**src/include/rxmpo_pkg.sv**
```systemverilog
// rxmpo_pkg: constants shared by the receive multi-port output drive block
// assumes the block sits behind four per-port receive FIFOs on one clock
package rxmpo_pkg;

   // bus widths and port count
   localparam int DATA_W    = 16;
   localparam int ADDR_W    = 3;
   localparam int NUM_PORTS = 4;

   // address decode: null port code and the first port code of this device
   localparam logic [2:0] NULL_ADDR       = 3'h7;
   localparam logic [2:0] PORT_BASE_DFLT  = 3'h0;

   // reset values of the selection and output drive state
   localparam logic [15:0] DATA_RST  = 16'h0000;
   localparam logic [2:0]  SEL_RST   = 3'h7;
   localparam logic        OE_RST    = 1'b0;
   localparam logic        PRTY_RST  = 1'b0;
   localparam logic        SOC_RST   = 1'b0;

   // bus phase registered by the selection logic
   typedef enum logic [1:0] {
      RXMPO_PH_SELECT   = 2'b01,
      RXMPO_PH_TRANSFER = 2'b10
   } rxmpo_phase_e;

   // width helper for the port select
   typedef logic [1:0] rxmpo_port_t;

endpackage

```
**src/hdl/rxmpo_top.sv**
```systemverilog
// rxmpo_top: drives the receive data bus, its parity and the start-of-cell marker
// assumes the link layer runs on REF_CLK and per-port FIFOs show their head word
module rxmpo_top
   import rxmpo_pkg::*;
#(
   parameter int          NUM_PORTS = rxmpo_pkg::NUM_PORTS,
   parameter logic [2:0]  PORT_BASE = rxmpo_pkg::PORT_BASE_DFLT
) (
   input  wire logic                                   REF_CLK,
   input  wire logic                                   SRST,
   input  wire logic                                   READ_EN_N,
   input  wire logic [rxmpo_pkg::ADDR_W-1:0]           RX_ADDR,
   input  wire logic                                   PACKET_MODE,
   input  wire logic                                   RX_PARITY_TYPE_SELECT,
   input  wire logic [NUM_PORTS*rxmpo_pkg::DATA_W-1:0] FIFO_HEAD_DATA,
   input  wire logic [NUM_PORTS-1:0]                   FIFO_HEAD_SOC,
   input  wire logic [NUM_PORTS-1:0]                   FIFO_EMPTY,
   output logic      [NUM_PORTS-1:0]                   FIFO_POP,
   output logic      [rxmpo_pkg::DATA_W-1:0]           RDAT_OUT,
   output logic      [rxmpo_pkg::DATA_W-1:0]           RDAT_OE,
   output logic                                        RPRTY_OUT,
   output logic                                        RPRTY_OE,
   output logic                                        RSOC_OUT,
   output logic                                        RSOC_OE
);

   // address decode: true when the code names one of this device's ports
   function automatic logic addr_in_space(input logic [ADDR_W-1:0] a);
      logic [ADDR_W-1:0] off;
      off = a - PORT_BASE;
      addr_in_space = (a != NULL_ADDR) && (a >= PORT_BASE) && (int'(off) < NUM_PORTS);
   endfunction

   // port index of an in-space address
   function automatic rxmpo_port_t addr_to_port(input logic [ADDR_W-1:0] a);
      logic [ADDR_W-1:0] off;
      off = a - PORT_BASE;
      addr_to_port = off[1:0];
   endfunction

   // latched selection and bus phase
   // the latched address starts null, so nothing drives until the link
   // has spent one cycle with read enable high on a valid port code
   logic [ADDR_W-1:0] sel_addr_reg;
   logic [ADDR_W-1:0] sel_addr_next;
   rxmpo_phase_e      phase_reg;
   rxmpo_phase_e      phase_next;

   // output drive state
   logic [DATA_W-1:0] data_reg;
   logic [DATA_W-1:0] data_next;
   logic              drive_reg;
   logic              drive_next;
   logic              prty_reg;
   logic              prty_next;
   logic              soc_reg;
   logic              soc_next;
   logic              soc_drive_reg;
   logic              soc_drive_next;

   // selection decode and chosen word
   logic              sel_valid;
   rxmpo_port_t       sel_port;
   logic [DATA_W-1:0] head_word;
   logic              head_soc;
   logic              head_prty;
   logic              head_ready;
   logic              do_read;

   assign sel_valid  = addr_in_space(sel_addr_reg);
   assign sel_port   = addr_to_port(sel_addr_reg);
   assign head_ready = sel_valid && !FIFO_EMPTY[sel_port];
   // a word leaves the FIFO only in a read cycle on a valid, non-empty port
   assign do_read    = !READ_EN_N && head_ready;

   // head word, start marker and parity of the selected port
   rxmpo_word_sel #(
      .DATA_W    (DATA_W),
      .NUM_PORTS (NUM_PORTS),
      .SEL_W     (2)
   ) u_word_sel (
      .head_data (FIFO_HEAD_DATA),
      .head_soc  (FIFO_HEAD_SOC),
      .port      (sel_port),
      .odd_sel   (RX_PARITY_TYPE_SELECT),
      .word      (head_word),
      .soc       (head_soc),
      .parity    (head_prty)
   );

   // selection: enable sampled high latches the address, low keeps it
   always_comb begin
      sel_addr_next = sel_addr_reg;
      phase_next    = phase_reg;
      if (READ_EN_N) begin
         sel_addr_next = RX_ADDR;
         phase_next    = RXMPO_PH_SELECT;
      end else begin
         phase_next    = RXMPO_PH_TRANSFER;
      end
   end

   // output drive: float while selecting or on a null/foreign address
   always_comb begin
      data_next      = data_reg;
      prty_next      = prty_reg;
      soc_next       = SOC_RST;
      drive_next     = OE_RST;
      soc_drive_next = OE_RST;
      if (!READ_EN_N && sel_valid) begin
         // data and parity pins leave float on the same edge; the start marker does so only in cell mode
         drive_next     = 1'b1;
         soc_drive_next = !PACKET_MODE;
         if (head_ready) begin
            // cells in cell mode, 16-bit packet words in packet mode
            data_next = head_word;
            prty_next = head_prty;
            soc_next  = !PACKET_MODE && head_soc;
         end
      end
   end

   // selection and phase registers
   always_ff @(posedge REF_CLK) begin
      if (SRST) begin
         sel_addr_reg <= SEL_RST;
         phase_reg    <= RXMPO_PH_SELECT;
      end else begin
         sel_addr_reg <= sel_addr_next;
         phase_reg    <= phase_next;
      end
   end

   // data and parity registers, changed on the rising edge only
   always_ff @(posedge REF_CLK) begin
      if (SRST) begin
         data_reg <= DATA_RST;
         prty_reg <= PRTY_RST;
      end else begin
         data_reg <= data_next;
         prty_reg <= prty_next;
      end
   end

   // drive enables and start marker
   always_ff @(posedge REF_CLK) begin
      if (SRST) begin
         drive_reg     <= OE_RST;
         soc_reg       <= SOC_RST;
         soc_drive_reg <= OE_RST;
      end else begin
         drive_reg     <= drive_next;
         soc_reg       <= soc_next;
         soc_drive_reg <= soc_drive_next;
      end
   end

   // pop the head word taken at this edge
   // combinational on purpose: a registered pop would lag one cycle and
   // hand the same head word twice during back-to-back reads
   always_comb begin
      FIFO_POP = '0;
      if (do_read) begin
         FIFO_POP[sel_port] = 1'b1;
      end
   end

   // pin outputs straight from the registers
   // every enable bit of the data bus follows one flop, so the pads
   // cannot leave float on different edges
   always_comb begin
      RDAT_OUT  = data_reg;
      RDAT_OE   = {DATA_W{drive_reg}};
      RPRTY_OUT = prty_reg;
      RPRTY_OE  = drive_reg;
      RSOC_OUT  = soc_reg;
      RSOC_OE   = soc_drive_reg;
   end

endmodule

```
**src/hdl/rxmpo_word_sel.sv**
```systemverilog
// rxmpo_word_sel: picks the head word of one port FIFO and forms its parity
// assumes FIFO heads are presented flat, port 0 in the low slice; purely combinational
module rxmpo_word_sel #(
   parameter int DATA_W    = 16,
   parameter int NUM_PORTS = 4,
   parameter int SEL_W     = 2
) (
   input  wire logic [NUM_PORTS*DATA_W-1:0] head_data,
   input  wire logic [NUM_PORTS-1:0]        head_soc,
   input  wire logic [SEL_W-1:0]            port,
   input  wire logic                        odd_sel,
   output logic      [DATA_W-1:0]           word,
   output logic                             soc,
   output logic                             parity
);

   // per-port slices of the flat head bus
   logic [DATA_W-1:0] slice [NUM_PORTS];

   genvar g;
   generate
      for (g = 0; g < NUM_PORTS; g++) begin : g_slice
         assign slice[g] = head_data[g*DATA_W +: DATA_W];
      end
   endgenerate

   // parity over all data bits; odd sense inverts the even result
   function automatic logic word_parity(input logic [DATA_W-1:0] w, input logic odd);
      word_parity = (^w) ^ odd;
   endfunction

   // word, start marker and parity of the chosen port
   always_comb begin
      word   = slice[port];
      soc    = head_soc[port];
      parity = word_parity(slice[port], odd_sel);
   end

endmodule

```
**config.mk**
```make
export PLATFORM = sky130hd
export DESIGN_NAME = rxmpo_top
export DESIGN_NICKNAME = d
export VERILOG_FILES = /design/src/include/rxmpo_pkg.sv /design/src/hdl/rxmpo_top.sv /design/src/hdl/rxmpo_word_sel.sv
export SDC_FILE = /design/constraint.sdc
export NUM_CORES = 1
export LEC_CHECK = 0
export ABC_AREA = 1
export BUFFER_PORTS_ARGS = -buffer_cell sky130_fd_sc_hd__buf_4
export CORE_ASPECT_RATIO = 0.6
export CORE_MARGIN = 2
export CORE_UTILIZATION = 40
export DETAILED_ROUTE_END_ITERATION = 10
export HOLD_SLACK_MARGIN = 0.06
export PLACE_DENSITY_LB_ADDON = 0.3
export SLEW_MARGIN = 20
export SYNTH_ARGS = -nofsm -noshare
export SYNTH_HDL_FRONTEND = slang
export SYNTH_SLANG_ARGS = --single-unit
```
**constraint.sdc**
```tcl
create_clock -name REF_CLK -period 1.9 [get_ports REF_CLK]
set_clock_uncertainty 0.2 [all_clocks]
set_input_delay 0.38 -clock REF_CLK [delete_from_list [all_inputs] [get_ports REF_CLK]]
set_output_delay 0.38 -clock REF_CLK [all_outputs]
set_load 0.01 [all_outputs]
```
==> reports/summary.txt, run 1 <==
Yosys top cell area share = 32.1%
Leading area contributor after synthesis = nand2_1
Worst-path maximum fanout = 5
Sequential fraction of the synthesis area = 23.0%
Worst min-delay path startpoint = RX_ADDR[0]
GR met1 Demand/Resource = 32.3%
Met3 GRT Util = 4.10%
Hpwl dp = 5.22 mm
Startpoint Class = flip-flop
Synth cell count leaders = 171 x nand2_1, 34 x nand3_1, 29 x inv_1
Slew HR = 66.5%
Residual DRC count = 0
H-tree levels = 1
Vias = 2688
Leak = 1.89 nW
Ranking of synthesized cells by area = nand2_1 32%, dfxtp_1 23%, nand3_1 8.5%
Synth Register Bits = 23
CP Cell Sequence = nand2_4 > inv_4 > a221o_1 > nor2_4 > inv_4 > nor3_4 > buf_6
Period Utilization, post-route = 113%
Non-filler instance count after layout = 561
Port bufs = 119
Gr busiest metal = met2
Nets = 579
Asr flop ratio synth = 0%
Cell count after synthesis = 363
Final worst slack = -0.251 ns
# hold bufs at CTS = 0
Num CTS Buffers = 3
Cell Rows = 19
Clock root buffer master = clkbuf_8
Critical Path RT = 1.32 ns
CTS tree = yes
Met2 Usage GRT = 42.7%
Setup TNS = -1.18 ns
Number of flops mapped to enable cells by yosys = 0
Top FF cell, synth = dfxtp_1
Setup crit start = sel_addr_reg[0]
Clock sink count = 23
Antenna cells = 0
VDD IR-drop max = 0.000464 V
Most common cell in the synthesized netlist = nand2_1
DR WL/cell = 12.1 um
Vias in the first global route = 2446
Slew @ Worst Pin = 0.502 ns
Share of cells above drive strength 1 = 40.8%
Routability cong. = 0.823
RSZ-0062 raised after global routing = true
Die W = 95.3 um
Mean Syn Cell Area = 5.51 um^2
Area Growth Syn to Fin = 64.7%
Failing checks = negative setup slack
Max Cap Viol = 0
HP Class = in -> reg
Mean number of vias per cell = 4.79
Ports = 120
Synthesis Warnings = 0
Hold Violations, Final = 0
Max FFs per register = 16
Initial Utilization = 42.7%
Die outline height = 58.8 um
Crit-path most repeated cell = inv_4
Cell area after synthesis = 0.00200 mm^2
Outcome = finished, violations left
Post-route minimum period = 2.15 ns
Total grt overflow = 0
Antenna violations before repair = 0
CP peak stage delay = 0.39 ns
Final Max Slew Viols = 0
GRT Util Overall = 24.3%
Worst r2r src = sel_addr_reg[1]
CTS clk-pin slew, worst paths = 0.08 ns
Worst skew pair latency = 0.26 ns
Fmax = 0.465 GHz
Largest net degree at the start of global routing = 35
Final setup viols = 6
TritonRoute pass-1 iters = 4
Antenna-violating nets left = 0
Final Routed Wirelength = 6.81 mm
First-pass GRT wire length = 11.0 mm
Library cells used by synthesis = 24
Starting DRT DRC Count = 172
PwrDens = 493 mW/mm^2
Longest Clk Path Bufs = 2
Placed Instances = 551
Total die area = 0.00560 mm^2
CP max stage cell = dfxtp_4
CORE AREA = 0.00468 mm^2
Setup crit end kind = primary output
WS Path Type = reg -> out
Syn_nets = 443
CP arrival = 1.57 ns
-- worst max-delay path, delay by kind of cell (launching register included) --
family          cells  cell delay [ns]
flops               1             0.39
compound gates      1             0.37
buf+inv             3             0.22
simple gates        3             0.32
-- cells by family after synthesis --
family	share of synthesized area [%]
and+or+nand+nor	47.4
buffers and inverters	17.9
AOI/OAI and AO/OA	11.6
DFF	23.0
-- metrics by stage --
stage          util (%)  setup WS (ns)  cell area [um^2]  total power, mW  hold WS [ns]
2_1_floorplan         -        -0.0181              2020            0.915         0.263
3_3_place_gp       65.9        -0.0641              3090             1.22         0.324
3_5_place_dp       65.9         -0.138              3090             1.24         0.328
4_1_cts            68.9         -0.252              3230             1.58         0.128
5_1_grt            70.3         -0.344              3290             1.74         0.142
6_report           70.3         -0.251              3290             1.63         0.134
-- layer usage --
metal	vias up	part of all wire (%)
met2	82	49
met4	0	0.87
met3	8	6.3
li1	1394	-
met5	-	0
met1	1204	44
-- power by group --
part / switching, mW / total (mW) / internal, mW / leakage (nW)
registers: 0.0185 / 0.519 / 0.501 / 0.187
logic: 0.399 / 0.793 / 0.395 / 1.68
clock network: 0.163 / 0.313 / 0.150 / 0.0228
-- cell type report --
cell class	count	area (um^2)
fill	397	1390
timing repair buffer	162	1300
multi-input combinational	276	1270
sequential	23	468
inverter	33	134
tap	63	78.8
clock buffer	4	45.0
-- final timing paths --
check                           slack (ns)  depth (start not counted)              end
worst max-delay path                 -0.25                          7      FIFO_POP[2]
worst min-delay path                  0.13                          3  sel_addr_reg[0]
worst max register to register       -0.19                         18        RPRTY_OUT
worst min register to register        0.35                          2      RDAT_OUT[2]
-- what timing repair did --
| item | 4_1_cts | 5_1_grt |
|---|---|---|
| endpoints found under the hold margin | 0 | 0 |
| gates resized for setup | 24 | 15 |
| pin swaps | 5 | 5 |
| cloned | 0 | 1 |
| setup endpoints to repair | 6 | 21 |
| setup buffers | 6 | 0 |
-- cells in the final DEF, fill, tap and decap left out, types with 2 or more instances in the layout --
master / instances
nand2_1: 160
buf_4: 153
nand3_1: 33
inv_1: 26
dfxtp_1: 21
o21ai_0: 18
a21oi_1: 18
nor2_1: 11
nand2_2: 10
nor2_2: 8
inv_4: 4
nor2_4: 4
inv_2: 3
clkbuf_8: 3
buf_6: 3
buf_12: 3
nand3_2: 2
a22oi_1: 2
buf_8: 2
dfxtp_4: 2
(Power assumes the default switching activity.)
==> inputs of run 2 (changes only) <==
--- a/config.mk
+++ b/config.mk
@@ -9,8 +9,9 @@
 export BUFFER_PORTS_ARGS = -buffer_cell sky130_fd_sc_hd__buf_4
 export CORE_ASPECT_RATIO = 0.6
 export CORE_MARGIN = 2
-export CORE_UTILIZATION = 40
+export CORE_UTILIZATION = 28
 export DETAILED_ROUTE_END_ITERATION = 10
+export GPL_TIMING_DRIVEN = 0
 export HOLD_SLACK_MARGIN = 0.06
 export PLACE_DENSITY_LB_ADDON = 0.3
 export SLEW_MARGIN = 20
==> run 2 against run 1 <==
Compared with the run above: the run ends with design-rule violations, negative setup slack left; combinational power is 3% lower; sequential power is 0.8% lower; global-route usage is 5.1 points lower; hold slack hardly changed; flip-flop and latch count stayed put; design area is 4.7% higher; power is 7.9% higher; sequential share of layout area is 0.75 points lower; highest routed layer unchanged.
==> reports/summary.txt, run 2 (same netlist as run 1, synthesis figures left out) <==
Outcome = finished, violations left
Failing checks = design-rule violations, negative setup slack
HP Class = in -> reg
Nets = 586 (+1.2%)
Hpwl dp = 6.16 mm (+18%)
Worst-path maximum fanout = 10 (+5)
H-tree levels = 1 (unchanged)
Longest Clk Path Bufs = 2 (unchanged)
Period Utilization, post-route = 117% (+4.1 points)
Antenna-violating nets left = 0 (unchanged)
Antenna violations before repair = 0 (unchanged)
CORE AREA = 0.00679 mm^2 (+45%)
Worst min-delay path startpoint = RX_ADDR[0]
Clock root buffer master = clkbuf_16
Leak = 1.96 nW (+3.7%)
Mean number of vias per cell = 4.70 (-2.0%)
Placed Instances = 569 (+3.3%)
Worst r2r src = sel_addr_reg[1]
Worst reg2reg path depth = 17 (-1)
Num CTS Buffers = 3 (unchanged)
Vias in the first global route = 2611 (+6.7%)
Total grt overflow = 0 (unchanged)
Antenna cells = 0 (unchanged)
Routability cong. = 0.865 (+5.1%)
Initial Utilization = 29.5% (-13 points)
R2R Setup Slk = -0.21 ns (-0.02 ns)
Register area = 464 um^2 (-0.80%)
Vias = 2780 (+3.4%)
# hold bufs at CTS = 0 (unchanged)
Clock sink count = 23 (unchanged)
Ports = 120 (unchanged)
Die outline height = 69.5 um (+18%)
Slew @ Worst Pin = 0.529 ns (+0.0268 ns)
Hold Violations, Final = 0 (unchanged)
Starting DRT DRC Count = 135 (-22%)
Cell area after layout = 0.00345 mm^2 (+4.7%)
Worst Hold Path EP = sel_addr_reg[0]
Pwr Total = 1.75 mW (+7.9%)
Slew HR = 64.7% (-1.8 points)
Non-filler instance count after layout = 592 (+5.5%)
First-pass GRT wire length = 12.2 mm (+12%)
Setup TNS = -1.53 ns (-0.353 ns)
CTS tree = yes
Final worst slack = -0.328 ns (-0.0770 ns)
Cell Rows = 23 (+4)
Die W = 113 um (+19%)
Critical Path RT = 1.32 ns (about the same)
Startpoint Class = flip-flop
FILL cells = 689 (+74%)
Layout Utilization = 50.8% (-20 points)
WS Path Type = reg -> out
TritonRoute pass-1 iters = 7 (+3)
Hold Path Stages = 3 (unchanged)
Final Max Slew Viols = 0 (unchanged)
Final setup viols = 8 (+2)
Max FFs per register = 16 (unchanged)
Post-route minimum period = 2.23 ns (+0.0770 ns)
VDD IR-drop max = 0.000343 V (-26%)
CP arrival = 1.65 ns (+0.08 ns)
Commonest non-fill, non-tap cells in the layout = 163 x nand2_1, 146 x buf_4, 33 x nand3_1
Max Cap Viol = 0 (unchanged)
Setup crit end kind = primary output
Dpl cell area = 0.00302 mm^2 (-2.1%)
DR WL/cell = 13.6 um (+12%)
Area Growth Syn to Fin = 72.4%
Largest net degree at the start of global routing = 18 (-49%)
PwrDens = 509 mW/mm^2 (+3.1%)
RSZ-0062 raised after global routing = true
Residual DRC count = 6 (+6)
GRT Util Overall = 19.2% (-5.1 points)
Area occupied by multi-input gates = 0.00129 mm^2 (+1.5%)
Worst skew pair latency = 0.26 ns (about the same)
Fmax = 0.449 GHz (-3.5%)
CTS clk-pin slew, worst paths = 0.06 ns (-0.02 ns)
Share of cells above drive strength 1 = 41.0% (+0.23 points)
Port bufs = 119 (unchanged)
Reg2reg end = RPRTY_OUT
Final Routed Wirelength = 8.06 mm (+18%)
Total die area = 0.00786 mm^2 (+40%)
Commonest non-fill, non-tap cell in the layout = nand2_1
run 2: metrics by stage:
| stage | setup slack (ns) | hold slack [ns] |
|---|---|---|
| finish | -0.328 | 0.134 |
| detailed placement | -0.305 | 0.295 |
| floorplan | -0.0181 | 0.263 |
| global placement | -0.308 | 0.296 |
| CTS | -0.412 | 0.132 |
| global route | -0.378 | 0.165 |
run 2: per-layer routing:
| layer | wire length (um) | track usage, % |
|---|---|---|
| met1 | 3580 | 25.2 |
| met2 | 3640 | 31.3 |
| met3 | 816 | 6.64 |
| met4 | 33 | 2.71 |
| met5 | 0 | 0 |
run 2: repair_timing:
action / CTS / global route
buffers inserted: 11 / 6
endpoints found under the hold margin: 0 / 0
pin swaps: 9 / 7
cloned: 0 / 3
resized for setup: 29 / 23
endpoints found under the setup margin: 18 / 18
run 2: power breakdown:
group / switching (mW) / internal (mW)
Clock: 0.180 / 0.287
Combinational: 0.409 / 0.363
Sequential: 0.0135 / 0.501
Total: 0.603 / 1.15
run 2: how the worst max path moves through the flow:
stage,start,to,slack (ns)
3_5_place_dp,sel_addr_reg[0],RPRTY_OUT,-0.31
5_1_grt,sel_addr_reg[1],FIFO_POP[1],-0.38
2_1_floorplan,sel_addr_reg[1],FIFO_POP[2],-0.02
4_1_cts,sel_addr_reg[1],FIFO_POP[1],-0.41
3_3_place_gp,sel_addr_reg[0],FIFO_POP[3],-0.31
6_report,sel_addr_reg[1],FIFO_POP[1],-0.33
run 2: layout make-up:
| class | instances | area share [%] |
|---|---|---|
| well taps | 87 | 3.16 |
| flip-flops and latches | 23 | 13.5 |
| multi-input cells | 276 | 37.4 |
| clock buffers | 4 | 2.29 |
| repair buffers | 138 | 31.7 |
| inverters | 33 | 3.95 |
| plain buffers | 31 | 8.02 |
run 2: worst max-delay path, cell delays in order (launching register included):
cell and delay, ns:
dfxtp_4 0.39, buf_8 0.11, buf_8 0.15, nor2_4 0.06, a22o_4 0.22, nor2_4 0.14, inv_4 0.07, nor3_4 0.13
buf_6 0.12
==> inputs of run 3 (changes only) <==
--- a/config.mk
+++ b/config.mk
@@ -14,6 +14,7 @@
 export GPL_TIMING_DRIVEN = 0
 export HOLD_SLACK_MARGIN = 0.06
 export PLACE_DENSITY_LB_ADDON = 0.3
+export SETUP_SLACK_MARGIN = 0.1
 export SLEW_MARGIN = 20
 export SYNTH_ARGS = -nofsm -noshare
 export SYNTH_HDL_FRONTEND = slang
==> run 3 against run 2 <==
Compared with the run above: the flow still finishes with violations (design-rule violations, negative setup slack); sequential power is essentially flat; critical path depth up 10; fmax fell by 0.50%; wire length up 15%; power grew 14%; critical path type is now reg -> reg; highest routed layer unchanged.
==> reports/summary.txt, run 3 (same netlist as run 1, synthesis figures left out) <==
Outcome = finished, violations left
Failing checks = design-rule violations, negative setup slack
Commonest non-fill, non-tap cells in the layout = 175 x buf_4, 140 x nand2_1, 29 x nand2_2
Fmax = 0.447 GHz (-0.50%)
Antenna-violating nets left = 0 (unchanged)
H-tree levels = 1 (unchanged)
Cell Rows = 23 (unchanged)
Startpoint Class = flip-flop
Die W = 113 um (unchanged)
Setup crit start = sel_addr_reg[1]
CP arrival = 2.20 ns (+0.55 ns)
Max Cap Viol = 0 (unchanged)
Placed Instances = 569 (unchanged)
CP Depth = 18 (+10)
Worst r2r src = sel_addr_reg[1]
Hpwl dp = 6.11 mm (-0.77%)
Worst-path maximum fanout = 7 (-3)
Hold Violations, Final = 0 (unchanged)
HP Class = in -> reg
Ports = 120 (unchanged)
Longest Clk Path Bufs = 2 (unchanged)
Final Routed Wirelength = 9.23 mm (+15%)
Cell family with most CP delay = simple AND/OR/NAND/NOR gates
CP max stage cell = dfxtp_4
Slew @ Worst Pin = 0.484 ns (-0.0451 ns)
VDD IR-drop max = 0.000356 V (+3.8%)
CTS tree = yes
Final setup viols = 8 (unchanged)
CP peak stage delay = 0.36 ns (-0.03 ns)
Starting DRT DRC Count = 158 (+17%)
# hold bufs at CTS = 0 (unchanged)
Routability cong. = 0.814 (-5.9%)
Final worst slack = -0.339 ns (-0.0112 ns)
DR WL/cell = 14.7 um (+7.9%)
Num CTS Buffers = 3 (unchanged)
Sequential Power Share = 25.9% (-3.4 points)
Non-filler instance count after layout = 628 (+6.1%)
Vias in the first global route = 2808 (+7.5%)
Critical Path RT = 1.86 ns (+0.54 ns)
Reg2reg end = RPRTY_OUT
Leak = 2.18 nW (+11%)
Psw = 0.708 mW (+17%)
Share of cells above drive strength 1 = 54.9% (+14 points)
Post-route minimum period = 2.24 ns (+0.0112 ns)
RSZ-0062 raised after global routing = true
Mean number of vias per cell = 4.70 (about the same)
Worst reg2reg path depth = 18 (+1)
PwrDens = 503 mW/mm^2 (-1.0%)
Sw Share = 35.4% (+1.1 points)
Nets = 622 (+6.1%)
Max FFs per register = 16 (unchanged)
Commonest non-fill, non-tap cell in the layout = buf_4
Worst skew pair latency = 0.26 ns (about the same)
GRT Util Overall = 21.5% (+2.3 points)
Worst path bufs/invs = 6 (+2)
Setup crit end kind = flip-flop
Clock sink count = 23 (unchanged)
Total grt overflow = 0 (unchanged)
Clock root buffer master = clkbuf_16
CORE AREA = 0.00679 mm^2 (unchanged)
CTS clk-pin slew, worst paths = 0.07 ns (about the same)
Port bufs = 119 (unchanged)
First-pass GRT wire length = 13.6 mm (+11%)
Slew HR = 67.7% (+3.1 points)
Vias = 2949 (+6.1%)
Die outline height = 69.5 um (unchanged)
Final Max Slew Viols = 0 (unchanged)
Int Pwr = 1.29 mW (+12%)
Largest net degree at the start of global routing = 18 (unchanged)
Area Growth Syn to Fin = 98.3%
R2R Setup Slk = -0.34 ns (-0.13 ns)
Clock Power Share = 23.2% (-3.4 points)
TritonRoute pass-1 iters = 9 (+2)
Comb power frac = 50.9% (+6.9 points)
Residual DRC count = 6 (unchanged)
Worst hold slack = 0.134 ns (+0.000366 ns)
Antenna cells = 0 (unchanged)
Antenna violations before repair = 0 (unchanged)
Initial Utilization = 29.5% (unchanged)
CP Cell Sequence = buf_8 > buf_6 > buf_12 > buf_6 > nand3_2 > nand2_1 > nor2_2 > nand2_1 > nand2_2 > inv_2 > nand2_2 > nand3_2 > nand2_2 > nand2_2 > nand3_2 > nand3_2 > nand2_1 > inv_1
Critical Path End = RPRTY_OUT
Total die area = 0.00786 mm^2 (unchanged)
Period Utilization, post-route = 118% (+0.59 points)
WS Path Type = reg -> reg
[run 3: repair_timing]
action                                 CTS  global route
pin swaps                               57            37
setup endpoints to repair               22            38
gates cloned                             5             0
gates resized for setup                 80            48
endpoints found under the hold margin    0             0
setup buffers                           44             7
[run 3: layer usage]
metal	vias to the layer above	share of wire, %	track usage, %
met5	-	0	0
met4	0	1.0	2.17
met3	12	8.7	6.64
met2	105	48	36.1
met1	1350	42	28.2
li1	1482	-	-
[run 3: final cells by class]
cell class	count	area (um^2)
clock inverter	1	5.00
multi-input combinational	276	1470
timing repair buffer	174	1400
clock buffer	3	75.1
fill	614	2820
tap	87	109
sequential	23	467
inverter	33	136
buffer	31	300
[run 3: per-stage QoR]
stage,setup slack [ns],TNS (ns),instance area [um^2],utilization (%),total power [mW]
floorplan,-0.0181,-0.0209,2030,-,0.919
CTS,-0.408,-1.85,3780,55.6,1.89
detailed placement,-0.359,-3.31,3030,44.6,1.18
global route,-0.452,-2.70,3970,58.4,2.10
global placement,-0.322,-3.18,3030,44.6,1.17
finish,-0.339,-1.66,3970,58.4,2.00
[run 3: power by group through the flow]
stage                     combinational, mW  clock [mW]  sequential [mW]
after CTS                             0.911       0.461            0.515
final                                  1.02       0.464            0.517
after global routing                   1.10       0.483            0.519
after detailed placement              0.655           0            0.525
after global placement                0.643           0            0.525
after floorplan                       0.388           0            0.530
[run 3: worst min path at each step]
stage,from,endpoint,slack (ns),cells past startpoint
2_1_floorplan,SRST,RPRTY_OE,0.26,1
3_3_place_gp,sel_addr_reg[2],RSOC_OE,0.31,3
3_5_place_dp,sel_addr_reg[2],RSOC_OE,0.31,3
4_1_cts,RX_ADDR[0],sel_addr_reg[0],0.14,3
5_1_grt,RX_ADDR[0],sel_addr_reg[0],0.15,3
6_report,RX_ADDR[0],sel_addr_reg[0],0.13,3
[run 3: worst min-delay path, stage by stage]
cell	delay, ns
buf_4	0.07
a21oi_1	0.04
o21ai_0	0.06
